<file path="src/common/tapwm_pkg.sv">
// Constants, register map and types of the PWM timer channel.
`default_nettype none

package tapwm_pkg;

  // ----------------------------------------------------------------
  // Bus widths
  // ----------------------------------------------------------------
  localparam int AW = 8;
  localparam int DW = 16;

  // ----------------------------------------------------------------
  // Register offsets
  // ----------------------------------------------------------------
  localparam logic [AW-1:0] REG_MODE = 8'h00;
  localparam logic [AW-1:0] REG_START = 8'h04;
  localparam logic [AW-1:0] REG_TIMER = 8'h08;
  localparam logic [AW-1:0] REG_STAT = 8'h0C;
  localparam logic [AW-1:0] REG_MASK = 8'h10;
  localparam logic [AW-1:0] REG_PORT = 8'h14;

  // ----------------------------------------------------------------
  // Field positions and reset values
  // ----------------------------------------------------------------
  localparam int MODE_PWM8_BIT = 0;
  localparam int MODE_SRC_LSB = 1;
  localparam int MODE_TRG_LSB = 3;
  localparam int START_BIT = 0;
  localparam int STAT_FALL_BIT = 0;
  localparam int STAT_START_BIT = 1;
  localparam int STAT_W = 2;
  localparam logic [DW-1:0] TIMER_RESET = 16'h0000;
  localparam logic [DW-1:0] TIMER_READ_VAL = 16'h0000;

  // ----------------------------------------------------------------
  // Count figures
  // ----------------------------------------------------------------
  localparam logic [15:0] PER16_LAST = 16'hFFFE;
  localparam logic [15:0] PER8_LAST = 16'h00FE;
  localparam logic [4:0] DIV8_LAST = 5'h07;
  localparam logic [4:0] DIV32_LAST = 5'h1F;
  localparam logic [4:0] SUB_DIV_LAST = 5'h1F;

  // ----------------------------------------------------------------
  // Types
  // ----------------------------------------------------------------
  typedef enum logic [1:0] {
    SRC_UNDIV = 2'b00,
    SRC_DIV8 = 2'b01,
    SRC_DIV32 = 2'b10,
    SRC_SUB32 = 2'b11
  } tapwm_src_t;

  typedef enum logic [1:0] {
    TRG_SOFT = 2'b00,
    TRG_RISE = 2'b01,
    TRG_FALL = 2'b10,
    TRG_OVF = 2'b11
  } tapwm_trg_t;

  typedef enum logic [1:0] {
    ST_IDLE = 2'b00,
    ST_ARMED = 2'b01,
    ST_RUN = 2'b10
  } tapwm_state_t;

endpackage : tapwm_pkg

`default_nettype wire

</file>
<file path="src/common/tapwm_tick_if.sv">
// Count clock selection and tick between the timer core and its prescaler.
`timescale 1ns/1ps
`default_nettype none

interface tapwm_tick_if;
  tapwm_pkg::tapwm_src_t src;
  logic tick;

  modport ctl (output src, input tick);
  modport gen (input src, output tick);
endinterface : tapwm_tick_if

`default_nettype wire

</file>
<file path="src/hdl/tapwm_prescale.sv">
// Prescaler making the selected count clock as a one-cycle enable.
`timescale 1ns/1ps
`default_nettype none

module tapwm_prescale (
  input wire logic clk,
  input wire logic rst_n,
  input wire logic sub_clk_pin,
  tapwm_tick_if.gen tk
);

  // ----------------------------------------------------------------
  // Main clock dividers
  // ----------------------------------------------------------------
  logic [4:0] div_cnt;

  always_ff @(posedge clk or negedge rst_n) begin
    if (!rst_n) begin
      div_cnt <= 5'h00;
    end else begin
      div_cnt <= div_cnt + 5'h01;
    end
  end

  // ----------------------------------------------------------------
  // Subclock synchroniser and divide by 32
  // ----------------------------------------------------------------
  logic sub_s1;
  logic sub_s2;
  logic sub_s3;
  logic [4:0] sub_cnt;
  logic sub_tick;

  always_ff @(posedge clk or negedge rst_n) begin
    if (!rst_n) begin
      sub_s1 <= 1'b0;
      sub_s2 <= 1'b0;
      sub_s3 <= 1'b0;
    end else begin
      sub_s1 <= sub_clk_pin;
      sub_s2 <= sub_s1;
      sub_s3 <= sub_s2;
    end
  end

  always_ff @(posedge clk or negedge rst_n) begin
    if (!rst_n) begin
      sub_cnt <= 5'h00;
    end else if (sub_s2 && !sub_s3) begin
      sub_cnt <= sub_cnt + 5'h01;
    end
  end

  assign sub_tick = sub_s2 && !sub_s3 && (sub_cnt == tapwm_pkg::SUB_DIV_LAST);

  // ----------------------------------------------------------------
  // Source selection
  // ----------------------------------------------------------------
  always_comb begin
    case (tk.src)
      tapwm_pkg::SRC_UNDIV: tk.tick = 1'b1;
      tapwm_pkg::SRC_DIV8: tk.tick = (div_cnt[2:0] == tapwm_pkg::DIV8_LAST[2:0]);
      tapwm_pkg::SRC_DIV32: tk.tick = (div_cnt == tapwm_pkg::DIV32_LAST);
      tapwm_pkg::SRC_SUB32: tk.tick = sub_tick;
      default: tk.tick = 1'b0;
    endcase
  end

endmodule : tapwm_prescale

`default_nettype wire

</file>
<file path="src/hdl/tapwm_top.sv">
// Timer channel in pulse width modulation mode, with register port and interrupt.
//
// Functional notes
// - Counts down on a divided or undivided clock, 16-bit or 8-bit modulator.
// - At each pulse rising edge the count reloads from reload register and continues.
// - Triggers arriving while counting are ignored, no restart or reload.
// - 16-bit: high for n count clocks, period 65535 count clocks.
// - 8-bit: high n*(m+1) count clocks, period 255*(m+1) count clocks.
// - Start on trigger pin edge, other timer overflow, or start flag set.
// - Clearing the start flag stops counting.
// - Interrupt request each time the pulse output falls low, except when a stop forces it low.
// - Input pin is port or trigger; output pin carries the pulse.
// - Reading the timer register returns a fixed value, not the count.
// - Timer write while stopped loads reload register and counter.
// - Timer write while counting loads only reload register, used at next reload.
//
// The address map and the plain strobed port were chosen for this implementation.
`timescale 1ns/1ps
`default_nettype none

module tapwm_top (
  input wire logic CLK,
  input wire logic RSTN,
  input wire logic [tapwm_pkg::AW-1:0] ADDR,
  input wire logic [tapwm_pkg::DW-1:0] WDATA,
  input wire logic WR,
  input wire logic RD,
  output logic [tapwm_pkg::DW-1:0] RDATA,
  input wire logic TRIG_PIN,
  input wire logic OVF_IN,
  input wire logic SUBCLK_PIN,
  output logic PULSE_OUT,
  output logic IRQ
);

  // ----------------------------------------------------------------
  // Address decode
  // ----------------------------------------------------------------
  function automatic logic hit(input logic [tapwm_pkg::AW-1:0] a,
                               input logic [tapwm_pkg::AW-1:0] off);
    hit = (a == off);
  endfunction : hit

  logic wr_mode;
  logic wr_start;
  logic wr_timer;
  logic wr_stat;
  logic wr_mask;

  assign wr_mode = WR && hit(ADDR, tapwm_pkg::REG_MODE);
  assign wr_start = WR && hit(ADDR, tapwm_pkg::REG_START);
  assign wr_timer = WR && hit(ADDR, tapwm_pkg::REG_TIMER);
  assign wr_stat = WR && hit(ADDR, tapwm_pkg::REG_STAT);
  assign wr_mask = WR && hit(ADDR, tapwm_pkg::REG_MASK);

  // ----------------------------------------------------------------
  // Mode register
  // ----------------------------------------------------------------
  tapwm_pkg::tapwm_state_t state;
  tapwm_pkg::tapwm_state_t next_state;
  logic pwm8;
  tapwm_pkg::tapwm_src_t src;
  tapwm_pkg::tapwm_trg_t trg;

  // Mode fields only change while the channel is idle.
  always_ff @(posedge CLK or negedge RSTN) begin
    if (!RSTN) begin
      pwm8 <= 1'b0;
      src <= tapwm_pkg::SRC_UNDIV;
      trg <= tapwm_pkg::TRG_SOFT;
    end else if (wr_mode && (state == tapwm_pkg::ST_IDLE)) begin
      pwm8 <= WDATA[tapwm_pkg::MODE_PWM8_BIT];
      src <= tapwm_pkg::tapwm_src_t'(WDATA[tapwm_pkg::MODE_SRC_LSB +: 2]);
      trg <= tapwm_pkg::tapwm_trg_t'(WDATA[tapwm_pkg::MODE_TRG_LSB +: 2]);
    end
  end

  // ----------------------------------------------------------------
  // Count clock
  // ----------------------------------------------------------------
  tapwm_tick_if tk_if ();

  assign tk_if.src = src;

  tapwm_prescale u_prescale (
    .clk(CLK),
    .rst_n(RSTN),
    .sub_clk_pin(SUBCLK_PIN),
    .tk(tk_if.gen)
  );

  // ----------------------------------------------------------------
  // Trigger pin synchroniser and edge detection
  // ----------------------------------------------------------------
  logic trig_s1;
  logic trig_s2;
  logic trig_s3;
  logic trig_evt;

  always_ff @(posedge CLK or negedge RSTN) begin
    if (!RSTN) begin
      trig_s1 <= 1'b0;
      trig_s2 <= 1'b0;
      trig_s3 <= 1'b0;
    end else begin
      trig_s1 <= TRIG_PIN;
      trig_s2 <= trig_s1;
      trig_s3 <= trig_s2;
    end
  end

  always_comb begin
    case (trg)
      tapwm_pkg::TRG_RISE: trig_evt = trig_s2 && !trig_s3;
      tapwm_pkg::TRG_FALL: trig_evt = !trig_s2 && trig_s3;
      tapwm_pkg::TRG_OVF: trig_evt = OVF_IN;
      default: trig_evt = 1'b0;
    endcase
  end

  // ----------------------------------------------------------------
  // Start flag and run control
  // ----------------------------------------------------------------
  logic start_flag;
  logic go;

  always_ff @(posedge CLK or negedge RSTN) begin
    if (!RSTN) begin
      start_flag <= 1'b0;
    end else if (wr_start) begin
      start_flag <= WDATA[tapwm_pkg::START_BIT];
    end
  end

  always_comb begin
    next_state = state;
    case (state)
      tapwm_pkg::ST_IDLE: begin
        if (wr_start && WDATA[tapwm_pkg::START_BIT]) begin
          if (trg == tapwm_pkg::TRG_SOFT) begin
            next_state = tapwm_pkg::ST_RUN;
          end else begin
            next_state = tapwm_pkg::ST_ARMED;
          end
        end
      end
      tapwm_pkg::ST_ARMED: begin
        if (wr_start && !WDATA[tapwm_pkg::START_BIT]) begin
          next_state = tapwm_pkg::ST_IDLE;
        end else if (trig_evt) begin
          next_state = tapwm_pkg::ST_RUN;
        end
      end
      tapwm_pkg::ST_RUN: begin
        // Trigger events are not looked at once running.
        if (wr_start && !WDATA[tapwm_pkg::START_BIT]) begin
          next_state = tapwm_pkg::ST_IDLE;
        end
      end
      default: next_state = tapwm_pkg::ST_IDLE;
    endcase
  end

  always_ff @(posedge CLK or negedge RSTN) begin
    if (!RSTN) begin
      state <= tapwm_pkg::ST_IDLE;
    end else begin
      state <= next_state;
    end
  end

  assign go = (state != tapwm_pkg::ST_RUN) && (next_state == tapwm_pkg::ST_RUN);

  // ----------------------------------------------------------------
  // Reload register
  // ----------------------------------------------------------------
  logic [tapwm_pkg::DW-1:0] reload;

  always_ff @(posedge CLK or negedge RSTN) begin
    if (!RSTN) begin
      reload <= tapwm_pkg::TIMER_RESET;
    end else if (wr_timer) begin
      reload <= WDATA;
    end
  end

  // ----------------------------------------------------------------
  // Modulator counters
  // ----------------------------------------------------------------
  logic [15:0] cnt;
  logic [15:0] per_cnt;
  logic [7:0] pre_cnt;
  logic running;
  logic step;
  logic cyc_start;
  logic [15:0] high_n;

  assign running = (state == tapwm_pkg::ST_RUN);
  // In 8-bit mode the low byte scales each step to m+1 count clocks.
  assign step = running && tk_if.tick && (!pwm8 || (pre_cnt == 8'h00));
  assign cyc_start = go || (step && (per_cnt == 16'h0000));
  assign high_n = pwm8 ? {8'h00, reload[15:8]} : reload;

  // The low byte is latched at cycle start, so a write while counting waits for the next reload.
  logic [7:0] pre_m;

  always_ff @(posedge CLK or negedge RSTN) begin
    if (!RSTN) begin
      pre_m <= 8'h00;
    end else if (cyc_start) begin
      pre_m <= reload[7:0];
    end
  end

  always_ff @(posedge CLK or negedge RSTN) begin
    if (!RSTN) begin
      pre_cnt <= 8'h00;
    end else if (cyc_start) begin
      pre_cnt <= reload[7:0];
    end else if (running && tk_if.tick && pwm8) begin
      if (pre_cnt == 8'h00) begin
        pre_cnt <= pre_m;
      end else begin
        pre_cnt <= pre_cnt - 8'h01;
      end
    end
  end

  always_ff @(posedge CLK or negedge RSTN) begin
    if (!RSTN) begin
      per_cnt <= 16'h0000;
    end else if (cyc_start) begin
      per_cnt <= pwm8 ? tapwm_pkg::PER8_LAST : tapwm_pkg::PER16_LAST;
    end else if (step) begin
      per_cnt <= per_cnt - 16'h0001;
    end
  end

  always_ff @(posedge CLK or negedge RSTN) begin
    if (!RSTN) begin
      cnt <= 16'h0000;
    end else if (cyc_start) begin
      cnt <= high_n;
    end else if (step) begin
      if (cnt != 16'h0000) begin
        cnt <= cnt - 16'h0001;
      end
    end else if (wr_timer && !running) begin
      cnt <= WDATA;
    end
  end

  // ----------------------------------------------------------------
  // Pulse output and fall event
  // ----------------------------------------------------------------
  logic next_out;
  logic fall_evt;

  always_comb begin
    next_out = PULSE_OUT;
    if (next_state != tapwm_pkg::ST_RUN) begin
      next_out = 1'b0;
    end else if (cyc_start) begin
      next_out = (high_n != 16'h0000);
    end else if (step) begin
      next_out = (cnt > 16'h0001);
    end
  end

  always_ff @(posedge CLK or negedge RSTN) begin
    if (!RSTN) begin
      PULSE_OUT <= 1'b0;
    end else begin
      PULSE_OUT <= next_out;
    end
  end

  // A stop forces the pin low but is not a modulator edge.
  assign fall_evt = running && (next_state == tapwm_pkg::ST_RUN) && PULSE_OUT && !next_out;

  // ----------------------------------------------------------------
  // Interrupt status and mask
  // ----------------------------------------------------------------
  logic [tapwm_pkg::STAT_W-1:0] stat;
  logic [tapwm_pkg::STAT_W-1:0] mask;
  logic [tapwm_pkg::STAT_W-1:0] evt;

  assign evt[tapwm_pkg::STAT_FALL_BIT] = fall_evt;
  assign evt[tapwm_pkg::STAT_START_BIT] = go;

  genvar gi;
  generate
    for (gi = 0; gi < tapwm_pkg::STAT_W; gi++) begin : g_stat
      // A new event in the clearing cycle keeps the bit set.
      always_ff @(posedge CLK or negedge RSTN) begin
        if (!RSTN) begin
          stat[gi] <= 1'b0;
        end else if (evt[gi]) begin
          stat[gi] <= 1'b1;
        end else if (wr_stat && WDATA[gi]) begin
          stat[gi] <= 1'b0;
        end
      end
    end
  endgenerate

  always_ff @(posedge CLK or negedge RSTN) begin
    if (!RSTN) begin
      mask <= '0;
    end else if (wr_mask) begin
      mask <= WDATA[tapwm_pkg::STAT_W-1:0];
    end
  end

  assign IRQ = |(stat & mask);

  // ----------------------------------------------------------------
  // Read data
  // ----------------------------------------------------------------
  logic [tapwm_pkg::DW-1:0] rd_val;

  always_comb begin
    rd_val = '0;
    case (ADDR)
      tapwm_pkg::REG_MODE: begin
        rd_val[tapwm_pkg::MODE_PWM8_BIT] = pwm8;
        rd_val[tapwm_pkg::MODE_SRC_LSB +: 2] = src;
        rd_val[tapwm_pkg::MODE_TRG_LSB +: 2] = trg;
      end
      tapwm_pkg::REG_START: rd_val[tapwm_pkg::START_BIT] = start_flag;
      tapwm_pkg::REG_TIMER: rd_val = tapwm_pkg::TIMER_READ_VAL;
      tapwm_pkg::REG_STAT: rd_val[tapwm_pkg::STAT_W-1:0] = stat;
      tapwm_pkg::REG_MASK: rd_val[tapwm_pkg::STAT_W-1:0] = mask;
      tapwm_pkg::REG_PORT: rd_val[0] = trig_s2;
      default: rd_val = '0;
    endcase
  end

  always_ff @(posedge CLK or negedge RSTN) begin
    if (!RSTN) begin
      RDATA <= '0;
    end else if (RD) begin
      RDATA <= rd_val;
    end else begin
      RDATA <= '0;
    end
  end

endmodule : tapwm_top

`default_nettype wire
</file>
<file path="config.mk">
export PLATFORM = sky130hd
export DESIGN_NAME = tapwm_top
export DESIGN_NICKNAME = d
export VERILOG_FILES = /design/src/common/tapwm_pkg.sv /design/src/common/tapwm_tick_if.sv /design/src/hdl/tapwm_prescale.sv /design/src/hdl/tapwm_top.sv
export SDC_FILE = /design/constraint.sdc
export NUM_CORES = 1
export LEC_CHECK = 0
export ABC_AREA = 0
export BUFFER_PORTS_ARGS = -buffer_cell sky130_fd_sc_hd__buf_2
export CAP_MARGIN = 20
export CORE_MARGIN = 10
export CORE_UTILIZATION = 40
export CTS_BUF_LIST = sky130_fd_sc_hd__clkbuf_4 sky130_fd_sc_hd__clkbuf_8
export CTS_CLUSTER_SIZE = 12
export DETAILED_ROUTE_END_ITERATION = 8
export PLACE_DENSITY = 0.6
export SETUP_SLACK_MARGIN = 0.02
export SLEW_MARGIN = 40
export SYNTH_ARGS = -nofsm -noshare
export SYNTH_HDL_FRONTEND = slang
export SYNTH_HIERARCHICAL = 1
export SYNTH_SLANG_ARGS = --single-unit
export TNS_END_PERCENT = 20
</file>
<file path="constraint.sdc">
create_clock -name CLK -period 3.3 [get_ports CLK]
set_input_delay 0.33 -clock CLK [delete_from_list [all_inputs] [get_ports CLK]]
set_output_delay 0.33 -clock CLK [all_outputs]
set_load 0.02 [all_outputs]
</file>
==> reports/results.tsv, run 1 <==
stage	metric	value	unit
run_status	status	complete, no violations	
critical_path	worstSetupPathType	flop to flop	
floorplanning	start_util	0.409	
finish	area_delta_synth_final	10.8	%
logic_synthesis	synth-edff-count	0	
critical_path	crit_arrival	2960	ps
route	vias_per_cell	5.51	
route	route.detailed.drc	0	
logic_synthesis	yosys_warnings	6	
clock_network	numCtsBuffers	9	
global_routing	grt_overflow	0	
clock_network	htree_levels	3	
timing	finClkSkew	14.2	ps
timing	setup_tns	0	ps
finish	fin_util	0.454	
critical_path	endpoint_kind	flop	
clock_network	cts_resized	0	
route	dr.pass1.iters	7	
clock_network	clk_pin_slew	100	ps
critical_path	worst-path-max-fanout	17	
pwr	power_density	424	nW/um^2
timing	finalMaxSlewViolations	0	
timing	finalCriticalPeriod	2660	ps
route	wl	13400	um
critical_path	required	3600	ps
logic_synthesis	syn_area	5440	sq um
timing	whs	44.7	ps
clock_network	hold_buffers	1	
place	placed_cell_area	5810	sq um
critical_path	startpoint_type	flop	
clock_network	clock-sinks	98	
logic_synthesis	synthFlopType	dfrtp_1	
global_routing	grt_first_pass_wirelength	22600	um
floorplanning	core-area	13300	sq um
route	wl_per_cell	17.2	um
timing	hold_viol_final	0	
clock_network	clockRootBuffer	clkbuf_8	
route	drtIter0Drc	375	
place	dpl_worst_slack	574	ps
floorplanning	dieArea	18700	sq um
global_routing	grt_max_degree	42	
floorplanning	pin_count	49	
timing	fin_ws	644	ps
worst_hold_path	hp-class	primary input to flop	
flow_run	maxCapViolCount	0	
finish	fin_area	6030	sq um
place	gp_congestion	0.873	
timing	fin_crit_sh	0.805	
timing	worst_slew_margin_rel	0.457	
worst_hold_path	holdPathStages	1	
pwr	vdd_ir_drop_max	314	uV
finish	drive_gt1_frac	0.192	
place	hpwl	9940	um
logic_synthesis	ys_types	70	
place	io_buffers	37	
logic_synthesis	ys_ff_latch	98	
logic_synthesis	ys_async_sr_fraction	1.00	
clock_network	clkLatencyLatePin	390	ps
timing	setup-violations-final	0	
global_routing	grt_use_total	0.150	
critical_path	reg2reg_depth	7	
logic_synthesis	syn-mean-instance-area	9.73	sq um
floorplanning	die_w	137	um
pwr	p_leak	0.00269	uW
route	vias	4297	
global_routing	grt_pass1_vias	4322	
logic_synthesis	synthCells	559	
route	ant_nets	0	
timing	worstMarginPinSlew	813	ps
floorplanning	std_cell_rows	42	
finish	antenna_cells	0	
clock_network	cts_setup_buffers	0	
finish	nets	640	
global_routing	antenna_found_initial	0	
finish	final_cell_mix	dfrtp_1, nand2_1, nor2_1	
timing	clock.fmax	377	MHz
finish	final_common_cell	dfrtp_1	
logic_synthesis	ys_seq_area_frac	0.451	
floorplanning	die_h	137	um
timing	rsz0062_at_grt	false	
clock_network	clock_path_buffers	2	
clock_network	cts_tree	yes	
cell usage after synthesis (all sizes together) (6+ instances only):
library cell | number | share of area
dfrtp | 98 | 0.45
nand2 | 78 | 0.054
nor2 | 45 | 0.031
o21ai | 31 | 0.029
buf | 27 | 0.033
mux2 | 25 | 0.053
nand3 | 25 | 0.023
a21oi | 18 | 0.018
mux2i | 15 | 0.028
nor3 | 15 | 0.014
xnor2 | 15 | 0.026
a31oi | 12 | 0.014
nor4 | 12 | 0.015
inv | 11 | 0.0076
clkbuf | 10 | 0.0069
ha | 10 | 0.023
xor2 | 10 | 0.016
o211ai | 9 | 0.012
o22ai | 8 | 0.010
and2 | 7 | 0.0080
o311ai | 6 | 0.0097
or4 | 6 | 0.0097
routing by layer:
layer  wire length [um]  up-vias  GRT usage
met5                  0        -          0
met4                295        0     0.0633
met3                683       20     0.0257
met2               6310      120      0.239
met1               6150     2084      0.198
li1                   -     2073          -
per-stage QoR:
| step | std cells | power (uW) |
|---|---|---|
| after floorplan | 569 | 1630 |
| after global placement | 763 | 1730 |
| after detailed placement | 763 | 1740 |
| after CTS | 780 | 2580 |
| after global routing | 780 | 2690 |
| final | 780 | 2550 |
power by group:
part / switching, uW / total, uW / internal [uW] / leakage (uW)
clock network: 435 / 829 / 394 / 0.0000982
registers: 102 / 1390 / 1290 / 0.00125
logic: 174 / 337 / 163 / 0.00134
path summary, 6_finish.rpt:
path                       slack [ps]        from                end
min in group asynchronous         460        RSTN          reload[5]
setup reg to reg                  640    state[1]             cnt[0]
max in group asynchronous        2050        RSTN           pre_m[1]
hold reg to reg                   350     trig_s1            trig_s2
setup / recovery                  640    state[1]             cnt[0]
hold / removal                     40  SUBCLK_PIN  u_prescale/sub_s1
state kept, by name, indices dropped and copies added (netlist names), 2 cells and up:
name and count:
RDATA 5, cnt 16, mask 2, per_cnt 16, pre_cnt 8, pre_m 8, reload 16, src 2
stat 2, state 2, trg 2, u_prescale/div_cnt 5, u_prescale/sub_cnt 5
logic make-up (layout without fill, tap and decap cells):
family                     after synthesis  count (layout)  synth area share
buffers and inverters                   48              83            0.0474
xor gates and xnor gates                25              25            0.0416
muxes                                   40              40            0.0807
and+or+nand+nor                        225             225             0.207
DFF                                     98              98             0.451
adders and majority gates               10              10            0.0230
AOI/OAI and AO/OA                      112             112             0.149
other                                    1              11          0.000689
worst max-delay path, cell delays in order, from the launching register on:
cell,delay (ps)
dfrtp_1,490
or4_1,540
or4_4,540
o31ai_4,210
a21oi_2,170
buf_4,240
or2_2,310
o221ai_1,70
final cells by class:
type	count	area, sq um
fillers	1292	7270
multi-input cells	423	2770
flip-flops and latches	98	2450
repair buffers	56	333
well taps	176	220
clock buffers	11	151
clock inverters	5	61.3
inverters	11	41.3
No activity file was read; power rests on OpenSTA's default activity.
==> run 2, diff against run 1 <==
--- a/config.mk
+++ b/config.mk
@@ -13,7 +13,7 @@
 export CTS_BUF_LIST = sky130_fd_sc_hd__clkbuf_4 sky130_fd_sc_hd__clkbuf_8
 export CTS_CLUSTER_SIZE = 12
 export DETAILED_ROUTE_END_ITERATION = 8
-export PLACE_DENSITY = 0.6
+export PLACE_DENSITY = 0.63
 export SETUP_SLACK_MARGIN = 0.02
 export SLEW_MARGIN = 40
 export SYNTH_ARGS = -nofsm -noshare
==> constraint.sdc (replaced) <==
create_clock -name CLK -period 2.15 [get_ports CLK]
set_input_delay 0.215 -clock CLK [delete_from_list [all_inputs] [get_ports CLK]]
set_output_delay 0.215 -clock CLK [all_outputs]
set_load 0.02 [all_outputs]
==> run 2 against run 1 <==
The run now ends with negative setup slack left; combinational power rose by 130%; wire length is 8.3% higher; via count up 9.2%; register-to-register slack worse by 910 ps; clock power is 35% higher; worst setup slack got worse by 910 ps; global-route usage rose by 0.83 points; sequential share of layout area down 5.9 points; cell count increased by 11%; non-clock buffer count up 81; largest cell class unchanged; largest power group unchanged.
==> reports/results.tsv, run 2 (synthesis gave the netlist of run 1 again) <==
stage	metric	value	unit	change
finish	area_delta_synth_final	29.7	%	
route	dr.pass1.iters	4		-3
route	ant_nets	0		unchanged
finish	drive_gt1_frac	0.339		+0.147
global_routing	grt_pass1_vias	4749		+9.9%
global_routing	antenna_found_initial	0		unchanged
timing	fin_crit_sh	1.13		+0.320
critical_path	worst-path-max-fanout	7		-10
pwr	vdd_ir_drop_max	600	uV	+91%
pwr	power_density	564	nW/um^2	+33%
finish	final_common_cell	dfrtp_1		
place	hpwl	10700	um	+7.9%
floorplanning	std_cell_rows	42		unchanged
clock_network	clockRootBuffer	clkbuf_8		
timing	finClkSkew	11.2	ps	-3.03 ps
clock_network	clk_pin_slew	100	ps	about the same
critical_path	slowest_delay	380	ps	-160 ps
route	wl	14600	um	+8.3%
critical_path	r2r_end	cnt[10]		
critical_path	path_cells	ha_2, and3_4, ha_4, a31oi_4, a21oi_2, nand2_2, buf_6, o22ai_4, a2bb2oi_4, buf_12, buf_12, nor2_4, a31oi_1		
critical_path	r2r-start	u_prescale/sub_cnt[0]		
route	drtIter0Drc	287		-23%
floorplanning	die_h	137	um	unchanged
global_routing	grt_first_pass_wirelength	23800	um	+5.5%
critical_path	crit_arrival	2720	ps	-240 ps
route	vias	4694		+9.2%
timing	hold_viol_final	0		unchanged
floorplanning	die_w	137	um	unchanged
timing	rsz0062_at_grt	true		
finish	nets	721		+13%
worst_hold_path	hp-start	RD		
timing	clock.fmax	413	MHz	+9.8%
critical_path	path_buf_inv	3		+2
clock_network	numCtsBuffers	9		unchanged
critical_path	cp_top_family	compound AO/OA/AOI/OAI gates		
critical_path	reg2reg_depth	13		+6
clock_network	clkLatencyLatePin	390	ps	about the same
finish	final_cell_mix	dfrtp_1, buf_4, nand2_1		
pwr	p_leak	0.00316	uW	+17%
timing	finalMaxSlewViolations	0		unchanged
floorplanning	pin_count	49		unchanged
timing	setup-violations-final	44		+44
critical_path	required	2450	ps	-1150 ps
finish	reg_top3	cnt: 16 flops, per_cnt: 16 flops, reload: 16 flops		
critical_path	cp_slowest_cell	dfrtp_1		
floorplanning	start_util	0.409		unchanged
place	placed_cell_area	6450	sq um	+11%
critical_path	endpoint_kind	flop		
route	wl_per_cell	16.9	um	-2.0%
place	gp_congestion	0.911		+4.4%
clock_network	htree_levels	3		unchanged
worst_hold_path	holdPathEnd	RDATA[1]		
clock_network	clock-sinks	98		unchanged
finish	fin_area	7050	sq um	+17%
timing	setup_tns	-6130	ps	-6130 ps
clock_network	cts_tree	yes		
global_routing	grt_use_total	0.159		+0.00827
global_routing	grt_max_degree	37		-12%
critical_path	startpoint_type	flop		
run_status	violations	negative setup slack		
critical_path	cp_common_cell	buf_12		
floorplanning	core-area	13300	sq um	unchanged
critical_path	worstSetupPathType	flop to flop		
run_status	status	complete, but fails checks		
clock_network	clock_path_buffers	2		unchanged
place	io_buffers	37		unchanged
timing	finalCriticalPeriod	2420	ps	-237 ps
worst_hold_path	hp-class	primary input to flop		
floorplanning	dieArea	18700	sq um	unchanged
timing	fin_ws	-269	ps	-913 ps
worst_hold_path	holdPathStages	2		+1
route	route.detailed.drc	0		unchanged
flow_run	maxCapViolCount	0		unchanged
critical_path	reg2reg_slack	-270	ps	-910 ps
global_routing	grt_overflow	0		unchanged
route	vias_per_cell	5.45		-1.2%
run 2: cell types whose count changed in the layout (fill, tap and decap cells not counted), moves of 3 or more:
cell / previous run / this run
a21oi_1: 16 / 12
a21oi_2: 2 / 5
buf_12: 0 / 11
buf_4: 19 / 79
buf_6: 0 / 7
ha_1: 10 / 5
ha_4: 0 / 3
nand2_1: 78 / 73
nand2_2: 0 / 4
nor2_4: 0 / 3
o21ai_0: 27 / 18
o21ai_1: 3 / 11
o311ai_0: 3 / 0
run 2: per-stage QoR:
| stage | cells | total power (uW) | hold WS [ps] | worst slack, ps | util |
|---|---|---|---|---|---|
| finish | 862 | 3980 | 56.7 | -269 | 0.531 |
| global route | 861 | 4170 | 59.5 | -373 | 0.530 |
| CTS | 860 | 3970 | 39.9 | -193 | 0.523 |
| detailed placement | 832 | 2800 | 136 | -266 | 0.485 |
| global placement | 832 | 2780 | 133 | -249 | 0.485 |
| floorplan | 569 | 2510 | -80.6 | -55.7 | - |
run 2: cell type report:
| cell class | instances | area [sq um] |
|---|---|---|
| fillers | 1180 | 6240 |
| multi-input cells | 423 | 3040 |
| flip-flops and latches | 98 | 2450 |
| repair buffers | 137 | 1120 |
| well taps | 176 | 220 |
| clock buffers | 9 | 124 |
| clock inverters | 7 | 53.8 |
| inverters | 11 | 41.3 |
| diodes | 1 | 2.50 |
run 2: power breakdown:
| group | switching, uW | total (uW) | internal (uW) |
|---|---|---|---|
| registers | 121 | 2090 | 1970 |
| clock network | 692 | 1120 | 430 |
| logic | 357 | 764 | 407 |
| total | 1170 | 3980 | 2810 |
run 2: worst max path at each step:
stage | to | cells after the start | slack (ps) | startpoint
2_1_floorplan | cnt[3] | 7 | -60 | state[0]
3_3_place_gp | PULSE_OUT | 7 | -250 | ADDR[1]
3_5_place_dp | PULSE_OUT | 7 | -270 | ADDR[1]
4_1_cts | cnt[10] | 13 | -190 | u_prescale/sub_cnt[0]
5_1_grt | per_cnt[6] | 14 | -370 | u_prescale/sub_cnt[0]
6_report | cnt[10] | 13 | -270 | u_prescale/sub_cnt[0]
run 2: layer usage:
metal / wire (um) / share of wire / vias to the layer above / track usage
li1: - / - / 2238 / -
met1: 6370 / 0.44 / 2287 / 0.194
met4: 333 / 0.023 / 0 / 0.0669
met5: 0 / 0 / - / 0
met2: 7110 / 0.49 / 143 / 0.267
met3: 748 / 0.051 / 26 / 0.0312
run 2: what timing repair did:
| action | in CTS | in global routing |
|---|---|---|
| gates resized for setup | 45 | 27 |
| buffers inserted | 7 | 3 |
| hold buffers | 3 | 0 |
| endpoints found under the setup margin | 50 | 50 |
| hold endpoints to repair | 22 | 0 |
| pin swaps | 15 | 14 |
| gates cloned | 2 | 0 |
==> run 3, diff against run 2 <==
--- a/config.mk
+++ b/config.mk
@@ -13,6 +13,7 @@
 export CTS_BUF_LIST = sky130_fd_sc_hd__clkbuf_4 sky130_fd_sc_hd__clkbuf_8
 export CTS_CLUSTER_SIZE = 12
 export DETAILED_ROUTE_END_ITERATION = 8
+export HOLD_SLACK_MARGIN = 0.08
 export PLACE_DENSITY = 0.63
 export SETUP_SLACK_MARGIN = 0.02
 export SLEW_MARGIN = 40
==> run 3 against run 2 <==
The run still ends with negative setup slack left; cell count increased by 0.70%; via count increased by 0.51%; register-to-register slack hardly changed; non-clock buffer count increased by 6; critical endpoint unchanged; largest power group unchanged.
==> reports/results.tsv, run 3 (synthesis gave the netlist of run 1 again) <==
stage	metric	value	unit	change
flow_run	maxCapViolCount	0		unchanged
floorplanning	std_cell_rows	42		unchanged
route	wl_met2	7110	um	about the same
finish	drive_gt1_frac	0.336		-0.00294
route	dr_wl_met3	758	um	+1.3%
run_status	violations	negative setup slack		
place	placed_cell_area	6450	sq um	unchanged
route	drtIter0Drc	290		+1.0%
critical_path	crit_arrival	2710	ps	about the same
global_routing	grt_overflow	0		unchanged
finish	final_common_cell	dfrtp_1		
finish	area_delta_synth_final	30.8	%	
finish	nets	727		+0.83%
route	ant_nets	0		unchanged
finish	fin_area	7110	sq um	+0.85%
pwr	vdd_ir_drop_max	600	uV	about the same
pwr	intPower	2820	uW	+0.26%
place	io_buffers	37		unchanged
pwr	clock_power_share	0.281		about the same
clock_network	clkLatencyLatePin	390	ps	about the same
timing	finalMaxSlewViolations	0		unchanged
finish	final_cells	868		+0.70%
route	wl_per_cell	16.8	um	-0.28%
worst_hold_path	hp-class	primary input to flop		
clock_network	clock-sinks	98		unchanged
pwr	comb_power_share	0.194		+0.002
pwr	power_density	560	nW/um^2	-0.65%
finish	final_cell_mix	dfrtp_1, buf_4, nand2_1		
clock_network	numCtsBuffers	9		unchanged
floorplanning	pin_count	49		unchanged
clock_network	cts_tree	yes		
timing	finClkSkew	13.0	ps	+1.76 ps
route	wl	14600	um	+0.41%
global_routing	grt_max_degree	37		unchanged
run_status	status	complete, but fails checks		
place	dp_cells	832		unchanged
floorplanning	die_w	137	um	unchanged
critical_path	worst-path-max-fanout	7		unchanged
critical_path	endpoint_kind	flop		
floorplanning	dieArea	18700	sq um	unchanged
route	vias	4718		+0.51%
timing	fin_crit_sh	1.12		-0.00132
timing	rsz0062_at_grt	true		
clock_network	clk_pin_slew	100	ps	about the same
critical_path	required	2450	ps	about the same
floorplanning	die_h	137	um	unchanged
place	gp_congestion	0.911		unchanged
route	vias_per_cell	5.44		-0.18%
pwr	switching_share	0.294		-0.000416
global_routing	antenna_found_initial	0		unchanged
route	dr.pass1.iters	4		unchanged
pwr	p_leak	0.00318	uW	+0.79%
timing	whs	99.1	ps	+42.4 ps
timing	setup-violations-final	42		-4.5%
pwr	pwr-share-seq	0.525		about the same
route	route.detailed.drc	0		unchanged
critical_path	worstSetupPathType	flop to flop		
pwr	switching_power	1170	uW	about the same
critical_path	startpoint_type	flop		
global_routing	grt_use_total	0.159		+0.000616
place	hpwl	10700	um	unchanged
global_routing	grt_pass1_vias	4762		+0.27%
pwr	power.total	3990	uW	+0.20%
clock_network	clock_path_buffers	2		unchanged
global_routing	grt_first_pass_wirelength	23900	um	+0.29%
route	routed.top_layer	met4		
route	wl_met1	6380	um	+0.14%
floorplanning	core-area	13300	sq um	unchanged
finish	reg_top3	cnt: 16 flops, per_cnt: 16 flops, reload: 16 flops		
timing	hold_viol_final	0		unchanged
floorplanning	start_util	0.409		unchanged
timing	fin_ws	-267	ps	+2.84 ps
timing	finalCriticalPeriod	2420	ps	-2.84 ps
clock_network	clockRootBuffer	clkbuf_8		
clock_network	htree_levels	3		unchanged
timing	clock.fmax	414	MHz	+0.12%
[run 3: cell types whose count changed in the layout (fill, tap and decap cells not counted)]
cell / previous run / this run
dlygate4sd3_1: 3 / 9
[run 3: power groups by stage]
stage               Sequential, uW  Clock (uW)  Combinational [uW]
floorplan                     2120           0                 393
global placement              2110           0                 669
detailed placement            2120           0                 683
CTS                           2090        1150                 734
global route                  2110        1210                 851
finish                        2090        1120                 773
[run 3: metrics by stage]
stage                     setup WS (ps)  utilization  TNS, ps
after floorplan                   -55.7            -     -576
after global placement             -249        0.485    -6980
after detailed placement           -266        0.485    -8360
after CTS                          -193        0.528    -3410
after global routing               -373        0.535   -12010
final                              -267        0.535    -5950
[run 3: path summary, 6_finish.rpt]
kind	endpoint	cells past startpoint	slack (ps)	start
worst max-delay path	cnt[10]	13	-270	u_prescale/sub_cnt[0]
worst min register to register	trig_s2	0	360	trig_s1
worst min-delay path	reload[7]	2	100	WDATA[7]
worst max register to register	cnt[10]	13	-270	u_prescale/sub_cnt[0]
min in group asynchronous	pre_cnt[1]	2	260	RSTN
max in group asynchronous	per_cnt[3]	3	1260	RSTN
[run 3: critical path: stages (launching register included)]
cell,delay (ps)
dfrtp_1,380
ha_2,180
and3_4,180
ha_4,130
a31oi_4,80
a21oi_2,190
nand2_2,130
buf_6,150
o22ai_4,180
a2bb2oi_4,270
buf_12,170
buf_12,110
nor2_4,30
a31oi_1,140
[run 3: layout make-up]
type	count	area [sq um]
sequential	98	2450
tap	176	220
timing repair buffer	143	1180
clock inverter	7	53.8
antenna	1	2.50
inverter	11	41.3
fill	1172	6180
multi-input combinational	423	3040
clock buffer	9	124
[run 3: layer usage]
| metal | global-route usage | up-vias |
|---|---|---|
| li1 | - | 2249 |
| met2 | 0.266 | 153 |
| met3 | 0.0312 | 29 |
| met5 | 0 | - |
| met4 | 0.0669 | 0 |
| met1 | 0.196 | 2287 |
[run 3: timing repair]
action                                  CTS  global route
setup buffers                             7             3
hold buffers                              9             0
hold endpoints to repair                 75             0
cloned                                    2             0
resized for setup                        45            27
endpoints found under the setup margin   50            50
pin swaps                                15            14
